==> config.mk <==
export PLATFORM = sky130hd
export DESIGN_NAME = dps_sequencer
export DESIGN_NICKNAME = d
export VERILOG_FILES = /design/src/inc/dps_pkg.sv /design/src/logic/dps_sequencer.sv /design/src/logic/dps_octal_seg.sv
export SDC_FILE = /design/constraint.sdc
export NUM_CORES = 1
export LEC_CHECK = 0
export BUFFER_PORTS_ARGS = -buffer_cell sky130_fd_sc_hd__buf_2
export CAP_MARGIN = 20
export CORE_MARGIN = 2
export CORE_UTILIZATION = 25
export CTS_CLUSTER_SIZE = 10
export DETAILED_ROUTE_END_ITERATION = 6
export PLACE_DENSITY = 0.4
export RECOVER_POWER = 100
export SLEW_MARGIN = 10
export SYNTH_ARGS = -nofsm -noshare
export SYNTH_HDL_FRONTEND = slang
export SYNTH_HIERARCHICAL = 1
export SYNTH_SLANG_ARGS = --single-unit
export TNS_END_PERCENT = 10
==> constraint.sdc <==
create_clock -name clk -period 5 [get_ports clk]
set_input_delay 0.25 -clock clk [delete_from_list [all_inputs] [get_ports clk]]
set_output_delay 0.25 -clock clk [all_outputs]
set_load 0.02 [all_outputs]
==> src/inc/dps_pkg.sv <==
// package of the diagnostic panel sequencer: codes, states, layouts.
// assumes one 125 MHz clock; panel inputs already debounced and synchronous.
package dps_pkg;

  // ****************************************************************
  // timing
  // ****************************************************************
  localparam int unsigned CLK_HZ       = 125_000_000;
  localparam int unsigned GAP_MS       = 1000;      // pause showing 00
  localparam int unsigned FLASH_MS     = 250;       // half period of flashing
  localparam int unsigned GAP_CYCLES   = CLK_HZ / 1000 * GAP_MS;
  localparam int unsigned FLASH_CYCLES = CLK_HZ / 1000 * FLASH_MS;
  localparam int unsigned TMR_W        = 27;

  // ****************************************************************
  // modes, classes and error codes (octal values, two octal digits)
  // ****************************************************************
  localparam logic [2:0] MODE_NORMAL = 3'h0;
  localparam logic [2:0] MODE_FORMAT = 3'h1;
  localparam logic [2:0] MODE_SYSTEM = 3'h2;
  localparam logic [2:0] MODE_CTRL   = 3'h3;
  localparam logic [2:0] MODE_RW     = 3'h5;
  localparam logic [2:0] MODE_BAD    = 3'h7;
  localparam logic [2:0] CLASS_WEN   = 3'h7;
  localparam logic [5:0] CODE_OK     = 6'h00;   // octal 00
  localparam logic [5:0] CODE_WPROT  = 6'h08;   // octal 10
  localparam logic [5:0] CODE_HCRC   = 6'h0c;   // octal 14
  localparam logic [5:0] CODE_DCRC   = 6'h10;   // octal 20
  localparam logic [5:0] CODE_NRDY   = 6'h1e;   // octal 36
  localparam logic [5:0] CODE_BADCLS = 6'h22;   // octal 42
  localparam logic [4:0] CRC_LIMIT   = 5'h10;   // sixteen decimal

  // ****************************************************************
  // register port map and fields
  // ****************************************************************
  localparam logic [1:0] REG_STATUS  = 2'h0;
  localparam logic [1:0] REG_CTRL    = 2'h1;
  localparam logic [1:0] REG_CODE    = 2'h2;
  localparam int unsigned CTRL_INH_BIT = 0;
  localparam logic        CTRL_RESET   = 1'h0;

  // one-hot sequencer states
  typedef enum logic [4:0] {
    ST_IDLE = 5'h01,
    ST_RUN  = 5'h02,
    ST_GAP  = 5'h04,
    ST_DONE = 5'h08,
    ST_FAIL = 5'h10
  } dps_state_t;

  // front panel switches and drive status
  typedef struct packed {
    logic [2:0] mode_sw;
    logic [2:0] class_sw;
    logic       start_btn;
    logic       floppy_in;
    logic       flp_wp;
    logic       win_wp;
  } dps_panel_t;

  // reports and needs from the microcoded test library
  typedef struct packed {
    logic       err_valid;
    logic [5:0] err_code;
    logic       err_win;
    logic       pass_done;
    logic       pass_repeat;
    logic       req_floppy;
    logic       req_fwrite;
    logic       req_wwrite;
  } dps_eng_t;

  // commands to the test library
  typedef struct packed {
    logic       go;
    logic       abort;
    logic [2:0] mode;
    logic [2:0] cls;
    logic       drive_ops_en;
  } dps_cmd_t;

  // displays and lamps
  typedef struct packed {
    logic [6:0] seg_hi;
    logic [6:0] seg_lo;
    logic       comp_fault;
    logic       flp_fault;
    logic       win_fault;
  } dps_disp_t;

  // register port request
  typedef struct packed {
    logic [1:0]  addr;
    logic [15:0] wdata;
    logic        wr;
    logic        rd;
  } dps_bus_t;
endpackage

==> src/logic/dps_sequencer.sv <==
// diagnostic panel sequencer: launches panel-selected tests, shows codes.
// assumes debounced synchronous panel inputs and a test library that
// reports errors and pass ends as one-cycle pulses.
//
// The plain strobed port and the register addresses were decided locally.

module dps_sequencer #(
  parameter int unsigned GAP_CYCLES   = dps_pkg::GAP_CYCLES,
  parameter int unsigned FLASH_CYCLES = dps_pkg::FLASH_CYCLES
) (
  // clock and reset
  input  wire logic              clk,
  input  wire logic              reset,
  // front panel
  input  wire dps_pkg::dps_panel_t pnl,
  output dps_pkg::dps_disp_t     disp,
  // host bus initialize; the register port is the other host-side input
  input  wire logic              bus_init,
  // test library
  input  wire dps_pkg::dps_eng_t eng,
  output dps_pkg::dps_cmd_t      cmd,
  // register port
  input  wire dps_pkg::dps_bus_t bus,
  output logic [15:0]            rdata
);

  // ****************************************************************
  // elaboration checks
  // ****************************************************************
  if (GAP_CYCLES < 2 || GAP_CYCLES >= (1 << dps_pkg::TMR_W)) begin : g_gap_chk
    $error("GAP_CYCLES out of range");
  end
  if (FLASH_CYCLES < 2 || FLASH_CYCLES >= (1 << dps_pkg::TMR_W)) begin : g_fl_chk
    $error("FLASH_CYCLES out of range");
  end

  localparam logic [dps_pkg::TMR_W-1:0] GAP_LAST =
    dps_pkg::TMR_W'(GAP_CYCLES - 1);
  localparam logic [dps_pkg::TMR_W-1:0] FLASH_LAST =
    dps_pkg::TMR_W'(FLASH_CYCLES - 1);

  // ****************************************************************
  // state
  // ****************************************************************
  typedef struct packed {
    dps_pkg::dps_state_t      st;
    logic                     btn_q;
    logic [2:0]               mode_q;
    logic [2:0]               class_q;
    logic                     repeat_q;
    logic                     wen;
    logic [2:0]               wen_mode;
    logic [4:0]               crc_cnt;
    logic [5:0]               err_code;
    logic                     err_flp;
    logic                     err_win;
    logic [dps_pkg::TMR_W-1:0] tmr;
    logic [dps_pkg::TMR_W-1:0] blink_tmr;
    logic                     blink;
    logic                     go;
    logic                     abort;
    logic                     drv_en;
    logic [6:0]               seg_hi;
    logic [6:0]               seg_lo;
    logic                     comp_lamp;
    logic                     flp_lamp;
    logic                     win_lamp;
    logic                     ctrl_inh;
    logic [15:0]              rdata;
  } dps_seq_t;

  dps_seq_t   s_r;
  dps_seq_t   s_nxt;
  logic [2:0] dig_hi;
  logic [2:0] dig_lo;
  logic       dig_blank;
  logic [6:0] seg_hi_w;
  logic [6:0] seg_lo_w;

  // ****************************************************************
  // functions
  // ****************************************************************
  // code marks a header or data CRC error, which only counts
  function automatic logic is_crc(input logic [5:0] code);
    is_crc = (code == dps_pkg::CODE_HCRC) || (code == dps_pkg::CODE_DCRC);
  endfunction

  // enter failure with a code and the drive it belongs to
  function automatic dps_seq_t fail(input dps_seq_t c, input logic [5:0] code,
                                    input logic flp, input logic win);
    dps_seq_t r;
    r          = c;
    r.st       = dps_pkg::ST_FAIL;
    r.err_code = code;
    r.err_flp  = flp;
    r.err_win  = win;
    r.tmr      = '0;
    fail       = r;
  endfunction

  // launch the selection on the switches, checking its needs first
  function automatic dps_seq_t launch(input dps_seq_t c, input dps_pkg::dps_panel_t p,
                                      input dps_pkg::dps_eng_t e);
    dps_seq_t r;
    logic     wen_ok;
    r          = c;
    r.mode_q   = p.mode_sw;
    r.class_q  = p.class_sw;
    r.crc_cnt  = '0;
    r.err_code = dps_pkg::CODE_OK;
    r.err_flp  = 1'b0;
    r.err_win  = 1'b0;
    r.tmr      = '0;
    wen_ok     = c.wen && (c.wen_mode == p.mode_sw);
    if (p.mode_sw == dps_pkg::MODE_BAD) begin
      // only modes zero to six exist
      r = fail(r, dps_pkg::CODE_BADCLS, 1'b0, 1'b0);
    end else if (p.class_sw == dps_pkg::CLASS_WEN &&
                 (p.mode_sw == dps_pkg::MODE_SYSTEM || p.mode_sw == dps_pkg::MODE_RW)) begin
      r.wen      = 1'b1;
      r.wen_mode = p.mode_sw;
      r.st       = dps_pkg::ST_DONE;
    end else if (e.req_floppy && !p.floppy_in) begin
      r = fail(r, dps_pkg::CODE_NRDY, 1'b1, 1'b0);
    end else if (e.req_fwrite && p.flp_wp) begin
      r = fail(r, dps_pkg::CODE_WPROT, 1'b1, 1'b0);
    end else if (e.req_wwrite && (p.win_wp || !wen_ok)) begin
      r = fail(r, dps_pkg::CODE_WPROT, 1'b0, 1'b1);
    end else begin
      r.st       = dps_pkg::ST_RUN;
      r.go       = 1'b1;
      r.repeat_q = 1'b0;
    end
    launch = r;
  endfunction

  // ****************************************************************
  // next state
  // ****************************************************************
  // one block holds the whole sequence so priorities read top-down:
  // bus initialize beats everything, then errors, then the button
  always_comb begin
    logic press;
    logic crc_stop;
    press    = 1'b0;
    crc_stop = 1'b0;
    s_nxt       = s_r;
    s_nxt.go    = 1'b0;
    s_nxt.abort = 1'b0;
    s_nxt.btn_q = pnl.start_btn;
    // a rising edge is one press; software may lock the button out
    press = pnl.start_btn && !s_r.btn_q && !s_r.ctrl_inh;

    // free-running flash timer shared by all flashing codes
    if (s_r.blink_tmr == FLASH_LAST) begin
      s_nxt.blink_tmr = '0;
      s_nxt.blink     = !s_r.blink;
    end else begin
      s_nxt.blink_tmr = s_r.blink_tmr + 1'b1;
    end

    // moving the mode switch away drops the winchester enable
    if (s_r.wen && pnl.mode_sw != s_r.wen_mode) begin
      s_nxt.wen = 1'b0;
    end

    unique case (s_r.st)
      dps_pkg::ST_IDLE, dps_pkg::ST_DONE, dps_pkg::ST_FAIL: begin
        if (press) begin
          s_nxt = launch(s_nxt, pnl, eng);
        end
      end
      dps_pkg::ST_RUN: begin
        if (eng.err_valid && is_crc(eng.err_code)) begin
          // CRC errors only count; the sixteenth one stops the test
          s_nxt.crc_cnt = s_r.crc_cnt + 1'b1;
          crc_stop      = (s_r.crc_cnt + 5'h01) == dps_pkg::CRC_LIMIT;
          if (crc_stop) begin
            s_nxt       = fail(s_nxt, eng.err_code, !eng.err_win, eng.err_win);
            s_nxt.abort = 1'b1;
          end
        end else if (eng.err_valid) begin
          s_nxt       = fail(s_nxt, eng.err_code, !eng.err_win, eng.err_win);
          s_nxt.abort = 1'b1;
        end else if (eng.pass_done && eng.pass_repeat) begin
          s_nxt.st       = dps_pkg::ST_GAP;
          s_nxt.tmr      = '0;
          s_nxt.repeat_q = 1'b1;
        end else if (eng.pass_done) begin
          s_nxt.st       = dps_pkg::ST_DONE;
          s_nxt.err_code = dps_pkg::CODE_OK;
        end else if (press && s_r.mode_q != dps_pkg::MODE_FORMAT) begin
          s_nxt.abort = 1'b1;
          s_nxt       = launch(s_nxt, pnl, eng);
        end
      end
      dps_pkg::ST_GAP: begin
        if (press && s_r.mode_q != dps_pkg::MODE_FORMAT) begin
          s_nxt.abort = 1'b1;
          s_nxt       = launch(s_nxt, pnl, eng);
        end else if (s_r.tmr == GAP_LAST) begin
          // one second of 00 done: start the next pass
          s_nxt.st = dps_pkg::ST_RUN;
          s_nxt.go = 1'b1;
        end else begin
          s_nxt.tmr = s_r.tmr + 1'b1;
        end
      end
    endcase

    // the host reset wins over every panel action, even during format
    if (bus_init) begin
      s_nxt.abort = (s_r.st == dps_pkg::ST_RUN) || (s_r.st == dps_pkg::ST_GAP);
      s_nxt.go    = 1'b0;
      s_nxt.st    = dps_pkg::ST_IDLE;
    end

    // drive operations never run in the controller test mode
    s_nxt.drv_en = (s_nxt.st == dps_pkg::ST_RUN || s_nxt.st == dps_pkg::ST_GAP) &&
                   (s_nxt.mode_q != dps_pkg::MODE_CTRL);

    // lamps follow the failure; composite lights with either drive
    s_nxt.comp_lamp = (s_nxt.st == dps_pkg::ST_FAIL);
    s_nxt.flp_lamp  = (s_nxt.st == dps_pkg::ST_FAIL) && s_nxt.err_flp;
    s_nxt.win_lamp  = (s_nxt.st == dps_pkg::ST_FAIL) && s_nxt.err_win;

    // digit patterns come from the decoders below
    s_nxt.seg_hi = seg_hi_w;
    s_nxt.seg_lo = seg_lo_w;

    // register writes; unmapped addresses are ignored
    if (bus.wr && bus.addr == dps_pkg::REG_CTRL) begin
      s_nxt.ctrl_inh = bus.wdata[dps_pkg::CTRL_INH_BIT];
    end

    // read data stands only in the cycle after the strobe
    s_nxt.rdata = 16'h0000;
    if (bus.rd) begin
      unique case (bus.addr)
        dps_pkg::REG_STATUS: s_nxt.rdata = {1'b0, s_r.repeat_q, s_r.blink, s_r.err_win,
                                            s_r.err_flp, s_r.crc_cnt, s_r.wen,
                                            s_r.st};
        dps_pkg::REG_CTRL:   s_nxt.rdata = {15'h0000, s_r.ctrl_inh};
        dps_pkg::REG_CODE:   s_nxt.rdata = {1'b0, s_r.wen_mode, s_r.class_q,
                                            s_r.mode_q, s_r.err_code};
        default:             s_nxt.rdata = 16'h0000;
      endcase
    end
  end

  // ****************************************************************
  // display source
  // ****************************************************************
  // the held button echoes the switches; otherwise the state decides
  always_comb begin
    dig_hi    = 3'h0;
    dig_lo    = 3'h0;
    dig_blank = 1'b0;
    if (pnl.start_btn) begin
      dig_hi = pnl.mode_sw;
      dig_lo = pnl.class_sw;
    end else begin
      unique case (s_nxt.st)
        dps_pkg::ST_IDLE: begin
          // idle panel mirrors the switches, which the switch test relies on
          dig_hi = pnl.mode_sw;
          dig_lo = pnl.class_sw;
        end
        dps_pkg::ST_RUN: begin
          dig_hi = s_nxt.mode_q;
          dig_lo = s_nxt.class_q;
        end
        dps_pkg::ST_GAP, dps_pkg::ST_DONE: begin
          dig_hi = 3'h0;
          dig_lo = 3'h0;
        end
        dps_pkg::ST_FAIL: begin
          // six-bit code splits into two octal digits, so no 8 or 9 ever
          dig_hi    = s_nxt.err_code[5:3];
          dig_lo    = s_nxt.err_code[2:0];
          dig_blank = !s_nxt.blink;
        end
      endcase
    end
  end

  // two identical digit decoders
  dps_octal_seg u_seg_hi (
    .digit (dig_hi),
    .blank (dig_blank),
    .seg   (seg_hi_w)
  );

  dps_octal_seg u_seg_lo (
    .digit (dig_lo),
    .blank (dig_blank),
    .seg   (seg_lo_w)
  );

  // ****************************************************************
  // state register
  // ****************************************************************
  always_ff @(posedge clk) begin
    if (reset) begin
      s_r          <= '0;
      s_r.st       <= dps_pkg::ST_IDLE;
      s_r.err_code <= dps_pkg::CODE_OK;
      s_r.ctrl_inh <= dps_pkg::CTRL_RESET;
      s_r.btn_q    <= 1'b1; // a button held through reset is no press
    end else begin
      s_r <= s_nxt;
    end
  end

  // ****************************************************************
  // outputs, all straight from the state register
  // ****************************************************************
  // no output depends on the host cable beyond the initialize line and the register port
  assign cmd.go           = s_r.go;
  assign cmd.abort        = s_r.abort;
  assign cmd.mode         = s_r.mode_q;
  assign cmd.cls          = s_r.class_q;
  assign cmd.drive_ops_en = s_r.drv_en;
  assign disp.seg_hi      = s_r.seg_hi;
  assign disp.seg_lo      = s_r.seg_lo;
  assign disp.comp_fault  = s_r.comp_lamp;
  assign disp.flp_fault   = s_r.flp_lamp;
  assign disp.win_fault   = s_r.win_lamp;
  assign rdata            = s_r.rdata;
endmodule

==> src/logic/dps_octal_seg.sv <==
// octal digit to seven-segment pattern, segments gfedcba, active high.
// assumes the caller registers the pattern before it reaches a pin.
module dps_octal_seg (
  // digit in
  input  wire logic [2:0] digit,
  input  wire logic       blank,
  // pattern out
  output logic      [6:0] seg
);

  // ****************************************************************
  // decode
  // ****************************************************************
  // octal digits only, so eight and nine have no pattern at all
  always_comb begin
    unique case (digit)
      3'h0: seg = 7'h3f;
      3'h1: seg = 7'h06;
      3'h2: seg = 7'h5b;
      3'h3: seg = 7'h4f;
      3'h4: seg = 7'h66;
      3'h5: seg = 7'h6d;
      3'h6: seg = 7'h7d;
      3'h7: seg = 7'h07;
    endcase
    if (blank) begin
      seg = 7'h00;
    end
  end
endmodule

# == Word level (Yosys, flattened, before mapping) ==
# Memories as Yosys holds them, arrays and structs flattened. A register that Yosys moved wholly into a read port is not among the register bits.
# Cells that the tools add are included.
# op_classes
n_addsub,3
multipliers,0
n_div,0
order_cmp,0
n_eq_ne,55
n_shift,0
mux,56
bitwise_logic,1
n_reduce_logical,38
# op_table
cell,count
$mux W122,11
$pmux W122 S3,1
$mux W105,2
$mux W27,4
$mux W94,1
$mux W65,1
$mux W61,1
$add A27 B1 Y27 const B,2
$pmux W15 S3,1
$mux W5,8
$mux W36,1
$mux W17,2
$ne A3 B3 Y1 const B,10
$mux W28,1
$eq A27 B25 Y1 const B,1
$eq A27 B27 Y1 const B,1
$mux W25,1
$ne A2 B2 Y1 const B,12
$pmux W3 S4,2
$ne A3 B2 Y1 const B,7
$reduce_and A10 Y1,2
$mux W8,2
$eq A5 B5 Y1 const B,3
$logic_and A1 B1 Y1,15
29 further kinds,61
# word_totals
register_bits,108
latch_bits,0
ramBits,0
rom_bits,112
in_bits,46
mem_count,2
# mem_list
memory,words,word_bits,rd,rd_ports_with_merged_regs,wr,line_no,source
(name not given),8,7,1,1,0,dps_octal_seg.sv:16,unique case (digit)
(name not given),8,7,1,1,0,dps_octal_seg.sv:16,

# == Logic depth before layout (Yosys ltp) ==
# Gate-level depths: netlist of run 1.
# logic_depth
word_depth,23
depth_mapped,16
ltp_nobuf,15

# == Modules after synthesis ==
# The synthesis of run 1 kept the hierarchy.
# modules_own_cells
mod,n_inst,cells_per_inst,area_each_um2
dps_sequencer,1,786,6521.3
dps_octal_seg (u_seg_hi),1,22,157.7
dps_octal_seg (u_seg_lo),1,21,155.1

# == Worst setup path after synthesis of run 1 ==
# Ideal clock, no wire load.
# synth_path
path_type,register to register
from,register s_r[74] (netlist name)
to,"register, netlist name disp[9]"
t_arrival_ns,3.635
required_ns,4.872
path_slack_ns,1.238
path_stages_with_launch,12
period_less_slack_ns,3.762
path_cell_list,dfxtp_1 -> or4_4 -> nor4_4 -> a21oi_1 -> o31ai_4 -> nand3b_1 -> or4_1 -> buf_6 -> nor3_1 -> a21oi_1 -> a21boi_1 -> nor2b_1
# synth_between
elab_chain_len,9
# synth_lines
item,line_no,source
start: declaration,dps_sequencer.sv:72,dps_seq_t s_r;
start signal: assignment,dps_sequencer.sv:311,s_r <= s_nxt;
$eq A27 B27 Y1,dps_sequencer.sv:201,end else if (s_r.tmr == GAP_LAST) begin
$mux W5,dps_sequencer.sv:201,
$mux W5,dps_sequencer.sv:198,if (press && s_r.mode_q != dps_pkg::MODE_FORMAT) begin
$pmux W122 S3,dps_sequencer.sv:167,unique case (s_r.st)
$mux W5,dps_sequencer.sv:212,if (bus_init) begin
$eq A5 B5 Y1,dps_sequencer.sv:263,unique case (s_nxt.st)
$mux W1,dps_sequencer.sv:263,
$mux W1,dps_sequencer.sv:259,if (pnl.start_btn) begin
named net dig_blank,dps_sequencer.sv:76,logic dig_blank;
$reduce_or A2 Y1 (no line),-,
# The timed path passes the listed nets, and every way through them passes these cells.
# A chain may end at the register's enable or synchronous reset.

# == Worst setup path after layout of run 1 ==
# layout_path
from,register s_r[120] (netlist name)
to,"register, netlist name disp[6]"
# layout_between
elab_chain_len,11
# layout_lines
item,line_no,source
$mux W122,dps_sequencer.sv:192,end else if (press && s_r.mode_q != dps_pkg::MODE_FORMAT) begin
$mux W5,dps_sequencer.sv:189,end else if (eng.pass_done) begin
$mux W5,dps_sequencer.sv:185,end else if (eng.pass_done && eng.pass_repeat) begin
$mux W122,dps_sequencer.sv:182,end else if (eng.err_valid) begin
$mux W122,dps_sequencer.sv:174,if (eng.err_valid && is_crc(eng.err_code)) begin
$pmux W122 S3 *,dps_sequencer.sv:167,
$mux W5,dps_sequencer.sv:212,
$eq A5 B3 Y1 or $eq A5 B4 Y1 (tied branches),dps_sequencer.sv:263,
$reduce_or A2 Y1,dps_sequencer.sv:263,
$pmux W3 S4 *,dps_sequencer.sv:263,
$mux W3 *,dps_sequencer.sv:259,
named net dig_lo[1],dps_sequencer.sv:75,logic [2:0] dig_lo;
# The timed path passes the listed nets; every way through them passes the cells marked *. The select of a mux whose other input is x is not followed.

==> results.sh, run 1 <==
export IMPL_post_route_util_pct=28.9
export IMPL_gp_congestion=0.841
export IMPL_cp_arrival_ns=4.67
export IMPL_synth_edf_count=0
export IMPL_nFillCells=2959
export IMPL_register_area_um2=2420
export IMPL_antenna_found_initial=2
export IMPL_ff2ff_path_depth=13
export IMPL_startpoint_type="flip-flop"
export IMPL_drc=0
export IMPL_grt_pass1_vias=5665
export IMPL_crit_type="reg2reg"
export IMPL_multiInputGateArea_um2=3850
export IMPL_clkTransAtPathRegs_ns=0.06
export IMPL_crit_cells=13
export IMPL_synth_area_um2=6830
export IMPL_nNetsFinal=917
export IMPL_ir_worst_vdd_mv=0.198
export IMPL_finalHoldViolCount=0
export IMPL_maxCapViolations=3
export IMPL_vias=5746
export IMPL_synthCells=829
export IMPL_setup_tns_ns=0
export IMPL_cts_buffer_depth=2
export IMPL_hp_class="in2reg"
export IMPL_die_w_um=169
export IMPL_worst_slew_pin_slew_ns=2.68
export IMPL_synth_distinct_cells=81
export IMPL_final_common_cell="dfxtp_1"
export IMPL_layout_min_cycle_time_ns=4.47
export IMPL_yosysWarningCount=6
export IMPL_ys_seq_area_share_pct=35.4
export IMPL_powerDensity_nw_per_um2=318
export IMPL_layout_setup_ws_ns=0.528
export IMPL_io_pins=88
export IMPL_drtPass1Iterations=5
export IMPL_chipHeight_um=169
export IMPL_antenna_left=0
export IMPL_clk_latency_ns=0.42
export IMPL_post_cts_resize_count=0
export IMPL_drt_iter0_drc=472
export IMPL_drv_slew=84
export IMPL_htree_levels=4
export IMPL_cts_sinks=121
export IMPL_cts_made_buffers=17
export IMPL_postCtsSetupBuffers=0
export IMPL_drive_gt1_share_pct=12.3
export IMPL_ys_seq_elements=121
export IMPL_critPathBufInv=1
export IMPL_wl_per_cell_um=16.4
export IMPL_cp_cell_sequence="nor3_2 -> nand2_1 -> or3_1 -> a31o_2 -> a21oi_1 -> o311ai_1 -> a2111oi_4 -> mux2_1 -> inv_1 -> ha_1 -> or2_0 -> a21oi_2 -> nor2b_1"
export IMPL_cp_max_fo=7
export IMPL_port_buffers=71
export IMPL_crit_family="compound AO/OA/AOI/OAI gates"
export IMPL_drt_total_wl_um=19900
export IMPL_slew_headroom_pct=-78.4
export IMPL_cts_tree="yes"
export IMPL_place_ws_ns=0.757
export IMPL_violations="capacitance limit, slew limit"
export IMPL_core_um2=26900
export IMPL_routed_via_density=4.74
export IMPL_grt_use_total_pct=14.3
export IMPL_num_rows=60
export IMPL_finalInstanceArea_um2=7780
export IMPL_slowest_delay_ns=0.73
export IMPL_max_freq_mhz=224
export IMPL_status="finished with violations"
export IMPL_cp_slowest_cell="a2111oi_4"
export IMPL_layout_common_cells="dfxtp_1, nor2_1, nand2_1"
export IMPL_postCtsHoldBufs=0
export IMPL_die_area_um2=28700
export IMPL_setup_viol=0
export IMPL_grt_overflow=0
export IMPL_grt_max_degree=56
export IMPL_syn_area_per_cell_um2=8.24
export IMPL_rsz0062_at_grt="no"
export IMPL_fin_skew_ns=0.00993
export IMPL_dp_hpwl_um=14300
export IMPL_power_leakage_uw=0.00277
export IMPL_start_util_pct=25.4
export IMPL_min_period_over_period_pct=89.4
export IMPL_syn_num_nets=889
export IMPL_hold_depth=3
export IMPL_endpoint_kind="flip-flop"
export IMPL_cts_root_buffer="clkbuf_16"
export IMPL_area_delta_synth_final_pct=13.8
export IMPL_dpl_cell_area_um2=7240
export IMPL_ys_async_sr_fraction_pct=0
export IMPL_ys_flop_type="dfxtp_1"
export IMPL_grt_pass1_wl_um=32000
export IMPL_required_ns=5.20
synthesized netlist by cell type, types with 4 or more instances:
| master | instances | area share, % |
|---|---|---|
| nor2b_1 | 26 | 2.4 |
| nand4b_1 | 4 | 0.51 |
| ha_1 | 14 | 2.6 |
| buf_4 | 43 | 4.7 |
| a21o_1 | 5 | 0.55 |
| a31oi_1 | 6 | 0.55 |
| mux2i_1 | 27 | 4.0 |
| mux2_2 | 9 | 1.5 |
| nor3b_1 | 6 | 0.66 |
| clkbuf_1 | 26 | 1.4 |
| nand2b_1 | 10 | 0.92 |
| inv_1 | 20 | 1.1 |
| dfxtp_1 | 121 | 35 |
| a211oi_1 | 4 | 0.44 |
| nor2_1 | 116 | 6.4 |
| nand3_1 | 32 | 2.3 |
| or3b_2 | 4 | 0.51 |
| nand4_1 | 6 | 0.55 |
| o21ai_0 | 29 | 2.1 |
| nand3b_1 | 4 | 0.44 |
| nor4_1 | 14 | 1.3 |
| and2_1 | 5 | 0.46 |
| xnor2_1 | 24 | 3.1 |
| or3_1 | 13 | 1.2 |
| a21oi_1 | 50 | 3.7 |
| a21oi_2 | 5 | 0.64 |
| nand2_1 | 61 | 3.4 |
| o22ai_1 | 10 | 0.92 |
| and3_1 | 11 | 1.0 |
| a22oi_1 | 8 | 0.88 |
| nor3_1 | 21 | 1.5 |
| o21a_1 | 5 | 0.55 |
| xor2_1 | 20 | 2.6 |
| o211ai_1 | 7 | 0.77 |
logic make-up after synthesis:
kind of cell,Yosys count,share of synthesized area (%)
other,1,0.0549
buffers and inverters,95,8.20
and+or+nand+nor,363,27.5
AOI/OAI and AO/OA,155,15.2
DFF,121,35.4
xor gates and xnor gates,44,5.64
adders and majority gates,14,2.56
muxes,36,5.44
layout make-up:
| type | instances | share of cell area (%) |
|---|---|---|
| Antenna cell | 1 | 0.0322 |
| Multi-Input combinational cell | 613 | 49.5 |
| Timing Repair Buffer | 84 | 4.99 |
| Tap cell | 341 | 5.49 |
| Inverter | 20 | 0.965 |
| Clock buffer | 18 | 5.65 |
| Sequential cell | 121 | 31.2 |
| Clock inverter | 14 | 2.20 |
layer usage:
layer	vias up	wire length, um	part of all wire, %	track usage, %
li1	2925	-	-	-
met1	2671	10000	50	20.0
met2	135	8580	43	22.1
met3	13	1140	5.7	3.61
met4	2	164	0.82	3.75
met5	-	7	0.035	0
registers in the layout, summed over array words and instances, names as in the netlist:
register,count
disp,17
s_r,80
cmd,9
rdata,15
worst min-delay path: stages:
cell	delay, ns
buf_2	0.09
mux2i_1	0.06
nor2_1	0.07
worst paths after layout:
| kind | from | slack, ns | end |
|---|---|---|---|
| worst max-delay path | s_r[120] | 0.53 | disp[6] |
| worst max register to register | s_r[120] | 0.53 | disp[6] |
| worst min-delay path | bus[2] | 0.1 | s_r[16] |
| worst min register to register | s_r[38] | 0.45 | s_r[38] |
per-stage QoR:
step | hold WS [ns] | total power, uW | instances
after floorplan | 0.357 | 1160 | 829
after global placement | 0.435 | 1220 | 1179
after detailed placement | 0.442 | 1220 | 1179
after CTS | 0.0624 | 2520 | 1211
after global routing | 0.118 | 2570 | 1211
final | 0.0993 | 2470 | 1212
power breakdown:
group | switching, uW | internal (uW) | total [uW] | leakage [uW]
clock | 481 | 801 | 1280 | 0.000305
combinational | 130 | 67.2 | 197 | 0.00149
sequential | 11.4 | 981 | 993 | 0.000981
total | 622 | 1850 | 2470 | 0.00277
Power figures use the tool's default switching activity.
==> run 2, diff against run 1 <==
ABC_AREA = 1   (was default)
==> run 2 against run 1 <==
Against the previous run: the flow now finishes without violations; combinational power increased by 25%; sequential share of layout area decreased by 2.1 points; total power up 7.1%; core utilization about the same; critical path depth is 5 higher; final area rose by 7.4%; hold slack worse by 0.0080 ns; count of clock-buffer cells in the layout unchanged; area after synthesis rose by 7.9%; first-iteration DRC count is 9.7% lower; global-route usage up 0.82 points; sequential power about the same; critical path type unchanged; largest cell class unchanged; highest routed layer is now met4.
==> results.sh, run 2 <==
export IMPL_core_um2=28900
export IMPL_place_ws_ns=1.65
export IMPL_finalHoldViolCount=0
export IMPL_postCtsHoldBufs=0
export IMPL_cts_made_buffers=17
export IMPL_whs_ns=0.0913
export IMPL_cts_tree="yes"
export IMPL_power_leakage_uw=0.00350
export IMPL_layout_min_cycle_time_ns=3.95
export IMPL_cts_sinks=121
export IMPL_syn_area_per_cell_um2=6.69
export IMPL_required_ns=5.29
export IMPL_cts_root_buffer="clkbuf_16"
export IMPL_clk_latency_ns=0.43
export IMPL_wl_per_cell_um=15.0
export IMPL_htree_levels=4
export IMPL_cp_arrival_ns=4.24
export IMPL_endpoint_kind="flip-flop"
export IMPL_slew_headroom_pct=25.5
export IMPL_drt_total_wl_um=22900
export IMPL_yosysWarningCount=6
export IMPL_fin_skew_ns=0.0160
export IMPL_die_area_um2=30900
export IMPL_crit_top_cell="nor2_1"
export IMPL_worstReg2RegStart="s_r[118]"
export IMPL_setup_viol=0
export IMPL_port_buffers=71
export IMPL_synth_edf_count=0
export IMPL_postCtsSetupBuffers=0
export IMPL_grt_pass1_wl_um=36200
export IMPL_yosys_top_cells_count="nand2_1, nor2_1, inv_1, dfxtp_1, a21oi_1"
export IMPL_die_w_um=176
export IMPL_grt_overflow=0
export IMPL_ir_worst_vdd_mv=0.211
export IMPL_area_delta_synth_final_pct=13.3
export IMPL_layout_common_cells="nand2_1, nor2_1, inv_1"
export IMPL_min_period_over_period_pct=79.0
export IMPL_routed_via_density=4.48
export IMPL_grt_use_total_pct=15.2
export IMPL_io_pins=88
export IMPL_antenna_found_initial=2
export IMPL_dp_hpwl_um=17100
export IMPL_rsz0062_at_grt="no"
export IMPL_syn_num_nets=1162
export IMPL_startpoint_type="flip-flop"
export IMPL_drt_iter0_drc=426
export IMPL_gp_congestion=0.818
export IMPL_drtPass1Iterations=5
export IMPL_ys_seq_area_share_pct=32.9
export IMPL_dpl_cell_area_um2=7800
export IMPL_cp_slowest_cell="nor2_1"
export IMPL_clkTransAtPathRegs_ns=0.06
export IMPL_largest_register="s_r"
export IMPL_final_common_cell="nand2_1"
export IMPL_max_freq_mhz=253
export IMPL_ys_seq_elements=121
export IMPL_maxCapViolations=0
export IMPL_synthCells=1102
export IMPL_yosysMostFrequentCell="nand2_1"
export IMPL_setup_tns_ns=0
export IMPL_grt_pass1_vias=6525
export IMPL_layout_setup_ws_ns=1.05
export IMPL_hp_class="in2reg"
export IMPL_num_rows=62
export IMPL_antenna_left=0
export IMPL_cp_max_fo=10
export IMPL_endpoint="disp[6]"
export IMPL_slowest_delay_ns=0.72
export IMPL_grt_max_degree=52
export IMPL_finalInstanceArea_um2=8350
export IMPL_powerDensity_nw_per_um2=317
export IMPL_ys_flop_type="dfxtp_1"
export IMPL_cts_buffer_depth=2
export IMPL_largest_reg_flops=80
export IMPL_ff2ff_path_depth=18
export IMPL_drv_slew=0
export IMPL_post_route_util_pct=28.9
export IMPL_drc=0
export IMPL_cp_cell_sequence="nor2_1 -> nand3_2 -> nor2_1 -> inv_4 -> nor2_2 -> clkbuf_1 -> nand2_1 -> o211ai_1 -> nand3_1 -> o21ai_0 -> nand3_1 -> nand2_1 -> inv_1 -> ha_1 -> nor2_1 -> nor2_1 -> inv_1 -> nor2_1"
export IMPL_ys_async_sr_fraction_pct=0
export IMPL_vias=6853
export IMPL_crit_start="s_r[118]"
export IMPL_reg2reg_to="disp[6]"
export IMPL_ff2ff_setup_slack_ns=1.05
export IMPL_start_util_pct=25.5
export IMPL_yosysTopAreaCell="dfxtp_1"
export IMPL_worst_slew_pin_slew_ns=1.12
export IMPL_post_cts_resize_count=0
export IMPL_crit_type="reg2reg"
export IMPL_synth_area_um2=7370
export IMPL_nNetsFinal=1193
export IMPL_synth_top_area_share_pct=32.9
export IMPL_drive_gt1_share_pct=10.7
export IMPL_status="complete, no violations"
export IMPL_chipHeight_um=176
export IMPL_synth_area_leaders="dfxtp_1, nand2_1, nor2_1, inv_1, a21oi_1"
export IMPL_synth_distinct_cells=59
-- run 2: kinds of logic after synthesis --
family / Yosys count / share of synthesized area (%)
fa+ha+maj: 14 / 2.38
mux: 2 / 0.272
simple gates: 583 / 36.6
flops: 121 / 32.9
other cells: 1 / 0.0509
xor+xnor: 17 / 2.02
compound gates: 152 / 12.4
buf+inv: 212 / 13.4
-- run 2: cell type report --
cell class | count | area [um^2]
repair buffers | 75 | 325
inverters | 149 | 563
fillers | 3283 | 20500
diodes | 1 | 2.50
multi-input cells | 769 | 3910
clock buffers | 18 | 429
well taps | 384 | 480
clock inverters | 14 | 220
flip-flops and latches | 121 | 2420
-- run 2: metal layers --
metal / track usage, % / vias to the layer above / share of wire, %
met5: 0 / - / 0
met4: 4.72 / 0 / 1.5
met3: 3.25 / 16 / 4.9
met2: 22.6 / 141 / 42
met1: 21.8 / 3124 / 52
li1: - / 3572 / -
-- run 2: critical path, delay by kind of cell, from the launching register on --
family | cells | cell delay, ns
and+or+nand+nor | 11 | 1.89
AOI/OAI and AO/OA | 2 | 0.37
adders and majority gates | 1 | 0.32
buffers and inverters | 4 | 0.85
DFF | 1 | 0.39
-- run 2: how the worst min path moves through the flow --
| stage | startpoint | end | slack, ns | depth (start not counted) |
|---|---|---|---|---|
| after floorplan | bus_init | s_r[117] | 0.36 | 2 |
| after global placement | s_r[38] | s_r[38] | 0.43 | 1 |
| after detailed placement | s_r[38] | s_r[38] | 0.44 | 1 |
| after CTS | bus[2] | s_r[16] | 0.07 | 3 |
| after global routing | bus[2] | s_r[16] | 0.08 | 3 |
| final | bus[2] | s_r[16] | 0.09 | 3 |
-- run 2: through the flow --
step           cells  total power (uW)
6_report        1531              2650
2_1_floorplan   1102              1220
4_1_cts         1529              2690
3_3_place_gp    1497              1290
5_1_grt         1530              2760
3_5_place_dp    1497              1290
-- run 2: where the power goes --
part	leakage [uW]	internal [uW]	total [uW]	switching, uW
Sequential	0.000982	989	1010	21.0
Combinational	0.00221	71.7	247	175
Clock	0.000315	889	1390	500
==> run 3, diff against run 2 <==
clock period = 3.7 ns   (was 5 ns; I/O delays follow)
==> run 3 against run 2 <==
Against the previous run: core utilization up 0.082 points; clock power up 24%; largest cell class unchanged; final cell count up 0.72%; register-to-register slack worse by 0.67 ns.
==> results.sh, run 3 (synthesis results as in run 2) <==
export IMPL_crit_type="reg2reg"
export IMPL_layout_common_cells="nand2_1, nor2_1, inv_1"
export IMPL_drc=0
export IMPL_power_leakage_uw=0.00352
export IMPL_whs_ns=0.0180
export IMPL_grt_use_total_pct=15.1
export IMPL_chipHeight_um=176
export IMPL_cts_buffer_depth=2
export IMPL_status="complete, no violations"
export IMPL_die_area_um2=30900
export IMPL_setup_viol=0
export IMPL_maxCapViolations=0
export IMPL_cts_tree="yes"
export IMPL_hp_class="in2reg"
export IMPL_cts_sinks=121
export IMPL_ff2ff_setup_slack_ns=0.38
export IMPL_required_ns=4.00
export IMPL_ff2ff_path_depth=22
export IMPL_fin_cells=1542
export IMPL_post_route_util_pct=29.0
export IMPL_diodes=0
export IMPL_place_inst=1508
export IMPL_antenna_left=0
export IMPL_fin_skew_ns=0.0133
export IMPL_startpoint_type="flip-flop"
export IMPL_drtPass1Iterations=5
export IMPL_clk_latency_ns=0.43
export IMPL_powerDensity_nw_per_um2=410
export IMPL_min_period_over_period_pct=89.6
export IMPL_num_rows=62
export IMPL_postCtsHoldBufs=0
export IMPL_ir_worst_vdd_mv=0.278
export IMPL_cts_root_buffer="clkbuf_16"
export IMPL_dpl_cell_area_um2=7880
export IMPL_worstReg2RegStart="s_r[118]"
export IMPL_post_cts_resize_count=0
export IMPL_postCtsSetupBuffers=0
export IMPL_drt_total_wl_um=22900
export IMPL_core_um2=28900
export IMPL_routed_via_density=4.46
export IMPL_cts_made_buffers=17
export IMPL_finalInstanceArea_um2=8380
export IMPL_cp_arrival_ns=3.61
export IMPL_worst_slew_pin_slew_ns=1.04
export IMPL_reg2reg_to="disp[13]"
export IMPL_cp_max_fo=9
export IMPL_start_util_pct=25.5
export IMPL_vias=6871
export IMPL_grt_overflow=0
export IMPL_grt_pass1_wl_um=36200
export IMPL_largest_reg_flops=80
export IMPL_largest_register="s_r"
export IMPL_slew_headroom_pct=30.8
export IMPL_drive_gt1_share_pct=11.9
export IMPL_setup_tns_ns=0
export IMPL_endpoint_kind="flip-flop"
export IMPL_hold_end="s_r[16]"
export IMPL_hold_depth=3
export IMPL_layout_min_cycle_time_ns=3.32
export IMPL_nNetsFinal=1205
export IMPL_final_common_cell="nand2_1"
export IMPL_port_buffers=71
export IMPL_gp_congestion=0.831
export IMPL_max_freq_mhz=302
export IMPL_rsz0062_at_grt="no"
export IMPL_area_delta_synth_final_pct=13.6
export IMPL_wl_per_cell_um=14.9
export IMPL_clkTransAtPathRegs_ns=0.06
export IMPL_drv_slew=0
export IMPL_htree_levels=4
export IMPL_io_pins=88
export IMPL_die_w_um=176
export IMPL_drt_iter0_drc=449
export IMPL_grt_max_degree=52
export IMPL_antenna_found_initial=1
export IMPL_finalHoldViolCount=0
export IMPL_grt_pass1_vias=6517
export IMPL_dp_hpwl_um=17400
export IMPL_hold_start="bus[2]"
run 3: changes by cell type in the layout (fill, tap and decap cells not counted), moves of 2 or more:
cell / previous run / this run
inv_1: 137 / 135
inv_2: 8 / 10
dfxtp_1: 121 / 119
clkbuf_8: 0 / 3
bufinv_16: 5 / 2
nor3_2: 3 / 1
buf_4: 2 / 12
clkinvlp_4: 1 / 3
nand2_1: 260 / 258
dfxtp_2: 0 / 2
nor3_1: 30 / 32
nand2_2: 9 / 11
run 3: area by class of cell:
cell class / count / area, um^2
well taps: 384 / 480
repair buffers: 87 / 409
multi-input cells: 769 / 3890
clock buffers: 20 / 467
flip-flops and latches: 121 / 2420
inverters: 149 / 563
fillers: 3229 / 20500
clock inverters: 12 / 140
run 3: layer usage:
layer	up-vias	global-route usage, %	share of wire, %
met2	145	23.0	43
met1	3110	21.4	51
met4	0	5.20	1.6
met3	21	2.79	4.2
met5	-	0	0
li1	3595	-	-
run 3: worst max path at each step:
stage	startpoint	to	cells after the start
final	s_r[118]	disp[13]	22
after global routing	s_r[118]	s_r[76]	14
after CTS	s_r[100]	disp[4]	20
after detailed placement	s_r[100]	disp[4]	20
after global placement	s_r[100]	disp[4]	20
after floorplan	s_r[100]	disp[13]	21
run 3: stage by stage:
step / total power, uW / worst slack (ns)
floorplan: 1650 / 0.950
global placement: 1750 / 0.395
detailed placement: 1740 / 0.367
CTS: 3510 / 0.345
global route: 3600 / 0.0364
finish: 3440 / 0.384
run 3: worst max-delay path: stages (launching register included):
cell and delay (ns):
dfxtp_1 0.42, nor2_1 0.18, nand3_1 0.16, nor2_4 0.32, inv_4 0.13, nand2_4 0.12, nor2_1 0.10, inv_2 0.13
nand2_2 0.15, inv_2 0.14, nor2_1 0.05, a21oi_1 0.19, inv_1 0.09, nand3_1 0.09, nand2_1 0.07, nand3_1 0.08
nand2_1 0.13, inv_1 0.12, ha_1 0.25, nor2_1 0.10, nor2_1 0.05, inv_1 0.05, nor2_1 0.03
run 3: where the power goes:
part	switching [uW]	total (uW)	leakage, uW	internal, uW
clock	679	1730	0.000290	1050
sequential	28.7	1370	0.000983	1340
combinational	238	339	0.00224	102
